**src/logic/abs_pkg.sv**
```systemverilog
// constants, types and register map for the alu and barrel shifter block
package abs_pkg;
	localparam int DW = 16;
	localparam int GW = 4;
	localparam int NG = 4;
	localparam int SW = 4;
	localparam int AW = 8;
	localparam int BYTE_GRP = 1;
	localparam int TOP_GRP = 3;

	localparam logic [AW-1:0] OFS_CTRL = 8'h00;
	localparam logic [AW-1:0] OFS_SHAMT = 8'h04;
	localparam logic [AW-1:0] OFS_XOP = 8'h08;
	localparam logic [AW-1:0] OFS_YOP = 8'h0c;
	localparam logic [AW-1:0] OFS_RESULT = 8'h10;
	localparam logic [AW-1:0] OFS_ADDER = 8'h14;
	localparam logic [AW-1:0] OFS_STATUS = 8'h18;

	localparam int CTRL_FUNC_LSB = 0;
	localparam int CTRL_BLK_BIT = 4;
	localparam int CTRL_SHSEL_LSB = 5;
	localparam int ST_OVF_BIT = 0;
	localparam int ST_CARRYN_LSB = 1;
	localparam int ST_MSB_BIT = 5;
	localparam int ST_LSB_BIT = 6;
	localparam int ST_ARITH_BIT = 7;
	localparam int ST_LEFT_BIT = 8;
	localparam int ST_RIGHT_BIT = 9;

	localparam logic [1:0] RESP_OKAY = 2'h0;
	localparam logic [1:0] RESP_SLVERR = 2'h2;
	localparam logic [DW-1:0] DATA_RST = 16'h0000;
	localparam logic [SW-1:0] SHAMT_RST = 4'h0;
	localparam logic [31:0] WORD_ZERO = 32'h0000_0000;

	typedef enum logic [1:0] {
		SH_NONE = 2'b00,
		SH_RIGHT = 2'b01,
		SH_LEFT = 2'b10,
		SH_CIRC = 2'b11
	} abs_shift_t;

	typedef enum logic [3:0] {
		FN_ADD = 4'b0000, FN_NOR = 4'b0001, FN_NXAY = 4'b0010,
		FN_ADD1 = 4'b0011, FN_NAND = 4'b0100, FN_ORADD = 4'b0101,
		FN_XOR = 4'b0110, FN_XANY = 4'b0111, FN_NXOY = 4'b1000,
		FN_EQV = 4'b1001, FN_ANDADD = 4'b1010, FN_AND = 4'b1011,
		FN_SUB1 = 4'b1100, FN_XONY = 4'b1101, FN_OR = 4'b1110,
		FN_SUB = 4'b1111
	} abs_func_t;
endpackage

```
**src/logic/abs_alu_shifter.sv**
```systemverilog
// alu with byte carry block and two-level barrel shifter, axi4-lite slave
`timescale 1ns/1ps
module abs_alu_shifter import abs_pkg::*; (
	input wire logic aclk, // 25 MHz clock
	input wire logic aresetn, // synchronous reset, active low
	input wire logic [AW-1:0] awaddr, // write address
	input wire logic awvalid, // write address valid
	output logic awready, // write address ready
	input wire logic [31:0] wdata, // write data
	input wire logic [3:0] wstrb, // write byte enables
	input wire logic wvalid, // write data valid
	output logic wready, // write data ready
	output logic [1:0] bresp, // write response
	output logic bvalid, // write response valid
	input wire logic bready, // write response ready
	input wire logic [AW-1:0] araddr, // read address
	input wire logic arvalid, // read address valid
	output logic arready, // read address ready
	output logic [31:0] rdata, // read data
	output logic [1:0] rresp, // read response
	output logic rvalid, // read data valid
	input wire logic rready, // read data ready
	output logic [DW-1:0] shifter_out, // captured shifter output
	output logic [DW-1:0] adder_out, // captured adder result
	output logic adder_overflow, // captured top group carry
	output logic [NG-1:0] group_carry_n, // complemented group carries
	output logic adder_msb, // captured adder msb
	output logic adder_lsb // captured adder lsb
);
	// one-hot of a two-line select, gated by its strobe
	function automatic logic [3:0] dec4(input logic [1:0] sel,
			input logic strobe);
		dec4 = strobe ? 4'(4'h1 << sel) : 4'h0;
	endfunction

	function automatic logic [DW-1:0] rotr(input logic [DW-1:0] d,
			input logic [SW-1:0] n);
		logic [2*DW-1:0] t;
		t = {d, d} >> n;
		rotr = t[DW-1:0];
	endfunction

	function automatic logic [31:0] merge(input logic [31:0] old,
			input logic [31:0] nw, input logic [3:0] strb);
		merge = old;
		for (int i = 0; i < 4; i++) begin
			if (strb[i]) begin
				merge[8*i +: 8] = nw[8*i +: 8];
			end
		end
	endfunction

	function automatic logic [DW-1:0] logic_op(input abs_func_t f,
			input logic [DW-1:0] x, input logic [DW-1:0] y);
		case (f)
			FN_NOR: logic_op = ~(x | y);
			FN_NXAY: logic_op = ~x & y;
			FN_NAND: logic_op = ~(x & y);
			FN_XOR: logic_op = x ^ y;
			FN_XANY: logic_op = x & ~y;
			FN_NXOY: logic_op = ~x | y;
			FN_EQV: logic_op = ~(x ^ y);
			FN_AND: logic_op = x & y;
			FN_XONY: logic_op = x | ~y;
			FN_OR: logic_op = x | y;
			default: logic_op = DATA_RST;
		endcase
	endfunction

	abs_func_t func_q, func_d;
	logic microword_bit_27_q, microword_bit_27_d;
	abs_shift_t shsel_q, shsel_d;
	logic [SW-1:0] shamt_q, shamt_d;
	logic [DW-1:0] x_q, x_d, y_q, y_d;
	logic [AW-1:0] awaddr_q, awaddr_d;
	logic aw_held_q, aw_held_d, w_held_q, w_held_d;
	logic [31:0] wdata_q, wdata_d;
	logic [3:0] wstrb_q, wstrb_d;
	logic awready_q, awready_d, wready_q, wready_d;
	logic bvalid_q, bvalid_d, rvalid_q, rvalid_d, arready_q, arready_d;
	logic [1:0] bresp_q, bresp_d, rresp_q, rresp_d;
	logic [31:0] rdata_q, rdata_d;
	logic [DW-1:0] shifter_out_q, shifter_out_d, adder_out_q, adder_out_d;
	logic adder_overflow_q, adder_overflow_d;
	logic [NG-1:0] group_carry_n_q, group_carry_n_d;
	logic adder_msb_q, adder_msb_d, adder_lsb_q, adder_lsb_d;

	logic arith_select, lsb_carry_in, byte_carry_block_n;
	logic [DW-1:0] opnd_b, sum, adder_result;
	logic [NG:0] gcin;
	logic [NG-1:0] gco, grp_carry;
	logic top_group_carry, low_byte_carry;
	logic left_enable, right_enable, strobe_r, strobe_l;
	logic [SW-1:0] eff_amt;
	logic shift_amount_line_1, shift_amount_line_2;
	logic shift_amount_line_3, shift_amount_line_6;
	logic [3:0] true_l1, comp_l1, true_l2, comp_l2;
	logic [2:0] en1, en2_top;
	logic [3:0] en2_low;
	logic [DW-1:0] mask1, mask2, rot1, rot2, first_level_out, barrel_shifter;

	// arithmetic codes; every other code is a logic function
	always_comb begin
		arith_select = 1'b0;
		lsb_carry_in = 1'b0;
		opnd_b = y_q;
		case (func_q)
			FN_ADD: arith_select = 1'b1;
			FN_ADD1: begin
				arith_select = 1'b1;
				lsb_carry_in = 1'b1;
			end
			FN_ORADD: begin
				arith_select = 1'b1;
				opnd_b = x_q | y_q;
			end
			FN_ANDADD: begin
				arith_select = 1'b1;
				opnd_b = x_q & y_q;
			end
			FN_SUB1: begin
				arith_select = 1'b1;
				opnd_b = ~y_q;
			end
			FN_SUB: begin
				arith_select = 1'b1;
				opnd_b = ~y_q;
				lsb_carry_in = 1'b1;
			end
			default: arith_select = 1'b0;
		endcase
	end

	assign byte_carry_block_n = ~microword_bit_27_q;
	assign gcin[0] = lsb_carry_in;

	genvar g;
	generate
		for (g = 0; g < NG; g++) begin : g_grp
			logic [GW:0] gs;
			assign gs = {1'b0, x_q[g*GW +: GW]} + {1'b0, opnd_b[g*GW +: GW]}
				+ {{GW{1'b0}}, gcin[g]};
			assign sum[g*GW +: GW] = gs[GW-1:0];
			assign gco[g] = gs[GW];
			if (g == BYTE_GRP) begin : g_blk
				assign gcin[g+1] = gco[g] & byte_carry_block_n;
			end else begin : g_pass
				assign gcin[g+1] = gco[g];
			end
		end
	endgenerate

	// carries mean nothing in logic mode, so they read as zero there
	assign grp_carry = arith_select ? gco : 4'h0;
	assign low_byte_carry = grp_carry[BYTE_GRP];
	assign top_group_carry = grp_carry[TOP_GRP];
	assign adder_result = arith_select ? sum
		: logic_op(func_q, x_q, y_q);

	assign left_enable = (shsel_q == SH_LEFT) || (shsel_q == SH_CIRC);
	assign right_enable = (shsel_q != SH_LEFT);
	assign eff_amt = (shsel_q == SH_NONE) ? SHAMT_RST : shamt_q;
	assign shift_amount_line_1 = eff_amt[3];
	assign shift_amount_line_2 = eff_amt[2];
	assign shift_amount_line_3 = eff_amt[1];
	assign shift_amount_line_6 = eff_amt[0];
	assign strobe_r = right_enable & ~left_enable;
	// left by zero must pass, so the left strobe needs a nonzero amount
	assign strobe_l = left_enable & ~right_enable & (|eff_amt);
	assign true_l1 = dec4({shift_amount_line_1, shift_amount_line_2},
		strobe_r);
	assign comp_l1 = dec4({shift_amount_line_1, shift_amount_line_2},
		strobe_l);
	assign true_l2 = dec4({shift_amount_line_3, shift_amount_line_6},
		strobe_r);
	assign comp_l2 = dec4({shift_amount_line_3, shift_amount_line_6},
		strobe_l);

	assign rot1 = rotr(adder_result, {shift_amount_line_1,
		shift_amount_line_2, 2'b00});
	generate
		for (g = 0; g < 3; g++) begin : g_en
			localparam logic [3:0] LO = 4'((1 << (g + 1)) - 1);
			localparam logic [3:0] LO_R = 4'((1 << (4 - g)) - 1);
			assign en1[g] = (|(true_l1 & ~LO)) | (|(comp_l1 & LO));
			assign mask1[DW-1-GW*g -: GW] = {GW{en1[g]}};
			assign en2_top[g] = |(true_l2 & ~LO);
			assign mask2[DW-1-g] = en2_top[g];
			assign en2_low[g] = |(comp_l2 & LO_R);
			assign mask2[g] = en2_low[g];
		end
	endgenerate
	assign en2_low[3] = |(comp_l2 & 4'h1);
	assign mask2[3] = en2_low[3];
	assign mask2[DW-4:4] = '0;
	assign mask1[GW-1:0] = '0;
	assign first_level_out = rot1 & ~mask1;
	assign rot2 = rotr(first_level_out, {2'b00, shift_amount_line_3,
		shift_amount_line_6});
	assign barrel_shifter = rot2 & ~mask2;

	// destination registers capture the combinational datapath
	always_comb begin
		shifter_out_d = barrel_shifter;
		adder_out_d = adder_result;
		adder_overflow_d = top_group_carry;
		group_carry_n_d = ~grp_carry;
		adder_msb_d = adder_result[DW-1];
		adder_lsb_d = adder_result[0];
	end

	always_comb begin
		logic [31:0] cur;
		cur = WORD_ZERO;
		func_d = func_q;
		microword_bit_27_d = microword_bit_27_q;
		shsel_d = shsel_q;
		shamt_d = shamt_q;
		x_d = x_q;
		y_d = y_q;
		awaddr_d = awaddr_q;
		aw_held_d = aw_held_q;
		w_held_d = w_held_q;
		wdata_d = wdata_q;
		wstrb_d = wstrb_q;
		bvalid_d = bvalid_q;
		bresp_d = bresp_q;
		rvalid_d = rvalid_q;
		rresp_d = rresp_q;
		rdata_d = rdata_q;
		if (awvalid && awready_q) begin
			aw_held_d = 1'b1;
			awaddr_d = awaddr;
		end
		if (wvalid && wready_q) begin
			w_held_d = 1'b1;
			wdata_d = wdata;
			wstrb_d = wstrb;
		end
		if (bvalid_q && bready) begin
			bvalid_d = 1'b0;
		end
		if (aw_held_q && w_held_q && !bvalid_q) begin
			aw_held_d = 1'b0;
			w_held_d = 1'b0;
			bvalid_d = 1'b1;
			bresp_d = RESP_OKAY;
			case (awaddr_q)
				OFS_CTRL: begin
					cur = WORD_ZERO;
					cur[CTRL_FUNC_LSB +: 4] = func_q;
					cur[CTRL_BLK_BIT] = microword_bit_27_q;
					cur[CTRL_SHSEL_LSB +: 2] = shsel_q;
					cur = merge(cur, wdata_q, wstrb_q);
					func_d = abs_func_t'(cur[CTRL_FUNC_LSB +: 4]);
					microword_bit_27_d = cur[CTRL_BLK_BIT];
					shsel_d = abs_shift_t'(cur[CTRL_SHSEL_LSB +: 2]);
				end
				OFS_SHAMT: begin
					cur = merge({28'h0, shamt_q}, wdata_q, wstrb_q);
					shamt_d = cur[SW-1:0];
				end
				OFS_XOP: begin
					cur = merge({16'h0, x_q}, wdata_q, wstrb_q);
					x_d = cur[DW-1:0];
				end
				OFS_YOP: begin
					cur = merge({16'h0, y_q}, wdata_q, wstrb_q);
					y_d = cur[DW-1:0];
				end
				OFS_RESULT, OFS_ADDER, OFS_STATUS: bresp_d = RESP_OKAY;
				default: bresp_d = RESP_SLVERR;
			endcase
		end
		if (rvalid_q && rready) begin
			rvalid_d = 1'b0;
		end
		if (arvalid && arready_q) begin
			rvalid_d = 1'b1;
			rresp_d = RESP_OKAY;
			rdata_d = WORD_ZERO;
			case (araddr)
				OFS_CTRL: begin
					rdata_d[CTRL_FUNC_LSB +: 4] = func_q;
					rdata_d[CTRL_BLK_BIT] = microword_bit_27_q;
					rdata_d[CTRL_SHSEL_LSB +: 2] = shsel_q;
				end
				OFS_SHAMT: rdata_d[SW-1:0] = shamt_q;
				OFS_XOP: rdata_d[DW-1:0] = x_q;
				OFS_YOP: rdata_d[DW-1:0] = y_q;
				OFS_RESULT: rdata_d[DW-1:0] = shifter_out_q;
				OFS_ADDER: rdata_d[DW-1:0] = adder_out_q;
				OFS_STATUS: begin
					rdata_d[ST_OVF_BIT] = adder_overflow_q;
					rdata_d[ST_CARRYN_LSB +: NG] = group_carry_n_q;
					rdata_d[ST_MSB_BIT] = adder_msb_q;
					rdata_d[ST_LSB_BIT] = adder_lsb_q;
					rdata_d[ST_ARITH_BIT] = arith_select;
					rdata_d[ST_LEFT_BIT] = left_enable;
					rdata_d[ST_RIGHT_BIT] = right_enable;
				end
				default: rresp_d = RESP_SLVERR;
			endcase
		end
		awready_d = !aw_held_d && !bvalid_d;
		wready_d = !w_held_d && !bvalid_d;
		arready_d = !rvalid_d;
	end

	always_ff @(posedge aclk) begin
		if (!aresetn) begin
			func_q <= FN_ADD;
			microword_bit_27_q <= 1'b0;
			shsel_q <= SH_NONE;
			shamt_q <= SHAMT_RST;
			x_q <= DATA_RST;
			y_q <= DATA_RST;
			awaddr_q <= '0;
			aw_held_q <= 1'b0;
			w_held_q <= 1'b0;
			wdata_q <= WORD_ZERO;
			wstrb_q <= 4'h0;
			awready_q <= 1'b0;
			wready_q <= 1'b0;
			arready_q <= 1'b0;
			bvalid_q <= 1'b0;
			bresp_q <= RESP_OKAY;
			rvalid_q <= 1'b0;
			rresp_q <= RESP_OKAY;
			rdata_q <= WORD_ZERO;
			shifter_out_q <= DATA_RST;
			adder_out_q <= DATA_RST;
			adder_overflow_q <= 1'b0;
			group_carry_n_q <= 4'hf;
			adder_msb_q <= 1'b0;
			adder_lsb_q <= 1'b0;
		end else begin
			func_q <= func_d;
			microword_bit_27_q <= microword_bit_27_d;
			shsel_q <= shsel_d;
			shamt_q <= shamt_d;
			x_q <= x_d;
			y_q <= y_d;
			awaddr_q <= awaddr_d;
			aw_held_q <= aw_held_d;
			w_held_q <= w_held_d;
			wdata_q <= wdata_d;
			wstrb_q <= wstrb_d;
			awready_q <= awready_d;
			wready_q <= wready_d;
			arready_q <= arready_d;
			bvalid_q <= bvalid_d;
			bresp_q <= bresp_d;
			rvalid_q <= rvalid_d;
			rresp_q <= rresp_d;
			rdata_q <= rdata_d;
			shifter_out_q <= shifter_out_d;
			adder_out_q <= adder_out_d;
			adder_overflow_q <= adder_overflow_d;
			group_carry_n_q <= group_carry_n_d;
			adder_msb_q <= adder_msb_d;
			adder_lsb_q <= adder_lsb_d;
		end
	end

	assign awready = awready_q;
	assign wready = wready_q;
	assign arready = arready_q;
	assign bvalid = bvalid_q;
	assign bresp = bresp_q;
	assign rvalid = rvalid_q;
	assign rresp = rresp_q;
	assign rdata = rdata_q;
	assign shifter_out = shifter_out_q;
	assign adder_out = adder_out_q;
	assign adder_overflow = adder_overflow_q;
	assign group_carry_n = group_carry_n_q;
	assign adder_msb = adder_msb_q;
	assign adder_lsb = adder_lsb_q;
endmodule

```
**config.mk**
```make
export PLATFORM = sky130hd
export DESIGN_NAME = abs_alu_shifter
export DESIGN_NICKNAME = d
export VERILOG_FILES = /design/src/logic/abs_pkg.sv /design/src/logic/abs_alu_shifter.sv
export SDC_FILE = /design/constraint.sdc
export NUM_CORES = 1
export LEC_CHECK = 0
export BUFFER_PORTS_ARGS = -buffer_cell sky130_fd_sc_hd__buf_2
export CAP_MARGIN = 0
export CORE_MARGIN = 3
export CORE_UTILIZATION = 50
export DETAILED_ROUTE_END_ITERATION = 10
export PLACE_DENSITY = 0.72
export SYNTH_ARGS = -nofsm -noshare
export SYNTH_HDL_FRONTEND = slang
export SYNTH_SLANG_ARGS = --single-unit
```
**constraint.sdc**
```tcl
create_clock -name aclk -period 16.6 [get_ports aclk]
set_clock_uncertainty 0.1 [all_clocks]
set_input_delay 0.83 -clock aclk [delete_from_list [all_inputs] [get_ports aclk]]
set_output_delay 0.83 -clock aclk [all_outputs]
set_load 0.005 [all_outputs]
```
==> reports/qor.log <==
[floorplan] count of pins on the block boundary 139
[timing] final setup violating endpoints 0
[finish] Post-Route Utilization 0.566
[setup_path] most used cell along the critical path fa_1
[global_route] via count of the first global-routing pass 8582
[synthesis] primary flip-flop cell chosen by synthesis mapping dfxtp_1
[timing] Setup Total Neg Slack 0 ns
[cts] root buffer cell clkbuf_16
[power_and_ir_drop] total power divided by cell area 67.5 mW/mm^2
[synthesis] area share of the largest cell type after synthesis 0.269
[cts] clock net sink count 131
[drt] wirelength, routed 30.9 mm
[setup_path] crit path capture type flip-flop
[cts] number of post-CTS setup repair buffers 0
[placement] final estimated routing congestion in global placement 0.985
[power_and_ir_drop] Final Power 0.724 mW
[drt] vias after detailed routing 9324
[cts] CTS tree done
[setup_path] required time at the endpoint of the critical path 16.81 ns
[setup_path] maximum single-stage delay on the critical path 0.90 ns
[synthesis] Mapped Avg Cell Area 8.28 sq um
[timing] max_slew headroom 0.274
[run] Max-Cap Viols 0
[floorplan] starting density of the core 0.515
[cts] Num CTS Buffers 17
[global_route] initial antenna violation count 0
[cts] clock latency reported for the late side of the worst-skew pair 0.42 ns
[timing] endpoints failing hold 0
[drt] remaining antenna violation count 0
[timing] unrepaired setup endpoints after global routing no
[cts] Clock H-tree levels 4
[synthesis] top cell type by total area after synthesis dfxtp_1
[synthesis] synthesis-stage register bit count 131
[synthesis] count of distinct cell types in the synthesized netlist 96
[power_and_ir_drop] worst ir drop on vdd 0.0743 mV
[cts] clock slew seen by the registers of the worst setup and hold paths 0.06 ns
[placement] Post-DP HPWL 22.5 mm
[synthesis] Synth area leaders dfxtp_1, ha_1, mux2i_1, nand2_1, a21oi_1
[setup_path] category of the critical setup timing path reg -> reg
[setup_path] arrival time worst endpoint 9.57 ns
[floorplan] row count 50
[timing] Final Max Slew Viols 0
[cts] total of hold buffers inserted after clock tree synthesis 0
[finish] share of final-layout standard cells stronger than drive strength 1 0.161
[global_route] global-route wire length before repair 48.5 mm
[cts] Resized cells post-CTS 0
[finish] P&R area growth vs syn 9.84%
[finish] Nets 1371
[setup_path] maximum net fanout on the critical path 76
[synthesis] warnings from Yosys 0
[timing] maximum operating frequency 0.107 GHz
[global_route] global-route usage over all layers 0.285
[placement] IO Port Bufs 102
[drt] first-pass iteration count of the detailed router 6
[drt] average wire length per cell after detail routing 20.6 um
[min_path] worst hold path startpoint rdata[2]$_SDFFE_PN0P_
[timing] final worst path period share 0.564
[floorplan] floorplan die height 146 um
[synthesis] count of mapped cells out of synthesis 1179
[setup_path] Worst Setup Start Kind flip-flop
[synthesis] post-synthesis async set-or-reset flop share 0
[global_route] GRT Residual Overflow 0
[cts] number of buffers on the longest clock path 2
[synthesis] synthesized cell area 0.00976 sq mm
[finish] diode count 0
[outcome] status completed
[floorplan] Total Die Area 0.0212 sq mm
[synthesis] proportion of synthesized chip area in sequential cells 0.269
[power_and_ir_drop] static power due to leakage 4.53 nW
[floorplan] placeable core region 0.0190 sq mm
[synthesis] most instantiated cells after synthesis dfxtp_1, nand2_1, nor2_1
[setup_path] slowest cell on the critical path a221oi_1
[timing] transition time at the pin with the least slew margin 1.09 ns
[drt] mean number of vias per cell 6.22
[floorplan] floorplan die width 146 um
[timing] shortest clock period the worst path allows after layout 9.36 ns
[min_path] class of the tightest hold or removal check reg -> reg
[synthesis] number of enable-type register cells in the synthesized netlist 0
[drt] DRC viols 0
[setup_path] FF-to-FF Start func_q[1]$_SDFFE_PN0P_
[setup_path] CP Launch Point func_q[1]$_SDFFE_PN0P_
[drt] Iter 0 DRT Violations 1060
[synthesis] most used standard cell by instance count after synthesis dfxtp_1
[global_route] maximum number of pins on one net before global-route repair 100
## cells in the final DEF (no fill, tap or decap), types with 5 or more instances in the layout
| master | Yosys | routed |
|---|---|---|
| dfxtp_1 | 131 | 129 |
| nand2_1 | 124 | 124 |
| nor2_1 | 113 | 113 |
| buf_2 | 12 | 102 |
| a21oi_1 | 89 | 89 |
| ha_1 | 76 | 76 |
| mux2i_1 | 66 | 66 |
| inv_1 | 48 | 48 |
| o21ai_0 | 45 | 45 |
| nand3_1 | 30 | 30 |
| o22ai_1 | 24 | 24 |
| a31oi_1 | 23 | 23 |
| nor3_1 | 21 | 21 |
| a22oi_1 | 20 | 20 |
| mux2_2 | 18 | 18 |
| conb_1 | 1 | 18 |
| o211ai_1 | 17 | 17 |
| clkbuf_16 | 0 | 17 |
| a22o_1 | 16 | 16 |
| buf_4 | 31 | 14 |
| nand2b_1 | 13 | 13 |
| a21o_1 | 12 | 12 |
| nor2b_1 | 11 | 11 |
| and2_1 | 8 | 8 |
| o221ai_1 | 8 | 8 |
| o32ai_1 | 8 | 8 |
| fa_1 | 8 | 8 |
| xor2_1 | 7 | 7 |
| a221o_1 | 7 | 7 |
| a222oi_1 | 6 | 6 |
| o22a_1 | 6 | 6 |
| a211o_1 | 6 | 6 |
| o2bb2ai_1 | 6 | 6 |
| or2_2 | 5 | 5 |
| and3_1 | 5 | 5 |
| or3_1 | 5 | 5 |
| nand3b_1 | 5 | 5 |
| a211oi_1 | 5 | 5 |
## metal layers
metal	global-route usage	routed length (um)	vias to the layer above
met5	0	0	-
met4	0.103	1070	0
met3	0.0654	3040	77
met2	0.442	13500	494
met1	0.389	13300	4397
li1	-	-	4356
## stage by stage
stage	std cells	area [sq um]	setup WS [ns]	hold slack, ns
2_1_floorplan	1196	9820	9.46	0.315
3_3_place_gp	1469	10100	7.55	0.342
3_5_place_dp	1469	10100	7.48	0.333
4_1_cts	1500	10700	7.46	0.352
5_1_grt	1500	10700	6.80	0.380
6_report	1500	10700	7.24	0.350
## power by group
group / internal, mW / switching (mW)
sequential: 0.320 / 0.00575
combinational: 0.0103 / 0.0195
clock: 0.224 / 0.144
## worst max-delay path: cells and delay by family, from the launching register on
kind                     cells  cell delay (ns)
AO/OA/AOI/OAI                9             2.40
XOR/XNOR                     1             0.10
adder cells (fa/ha/maj)      7             2.69
buffers and inverters        3             0.90
flip-flops                   1             0.31
multiplexers                 3             0.92
AND/OR/NAND/NOR              7             1.75
## cell families after synthesis
kind of cell,synth area share
multiplexers,0.102
flip-flops,0.269
buffers and inverters,0.0832
adder cells (fa/ha/maj),0.114
XOR/XNOR,0.0106
AO/OA/AOI/OAI,0.242
other,0.000384
AND/OR/NAND/NOR,0.180
## flip-flops by register name, indices dropped and copies added, names as in the netlist, 2 cells and up
register,flops
rdata,16
shamt_q,4
shifter_out,16
wstrb_q,2
wdata_q,16
shsel_q,2
awaddr_q,8
y_q,16
group_carry_n,4
x_q,16
func_q,4
adder_out,16
## final cells by class
type | instances | area [sq um]
clock inverters | 12 | 133
repair buffers | 116 | 616
fillers | 1789 | 8230
inverters | 49 | 184
flip-flops and latches | 131 | 2630
clock buffers | 19 | 443
multi-input cells | 913 | 6400
well taps | 260 | 325
## worst paths after layout
path | to | slack [ns] | depth (start not counted)
max | shifter_out[4]$_SDFF_PN0_ | 7.24 | 30
min | rdata[2]$_SDFFE_PN0P_ | 0.35 | 2
max reg2reg | shifter_out[4]$_SDFF_PN0_ | 7.24 | 30
min reg2reg | rdata[2]$_SDFFE_PN0P_ | 0.35 | 2
(Power assumes the default switching activity.)
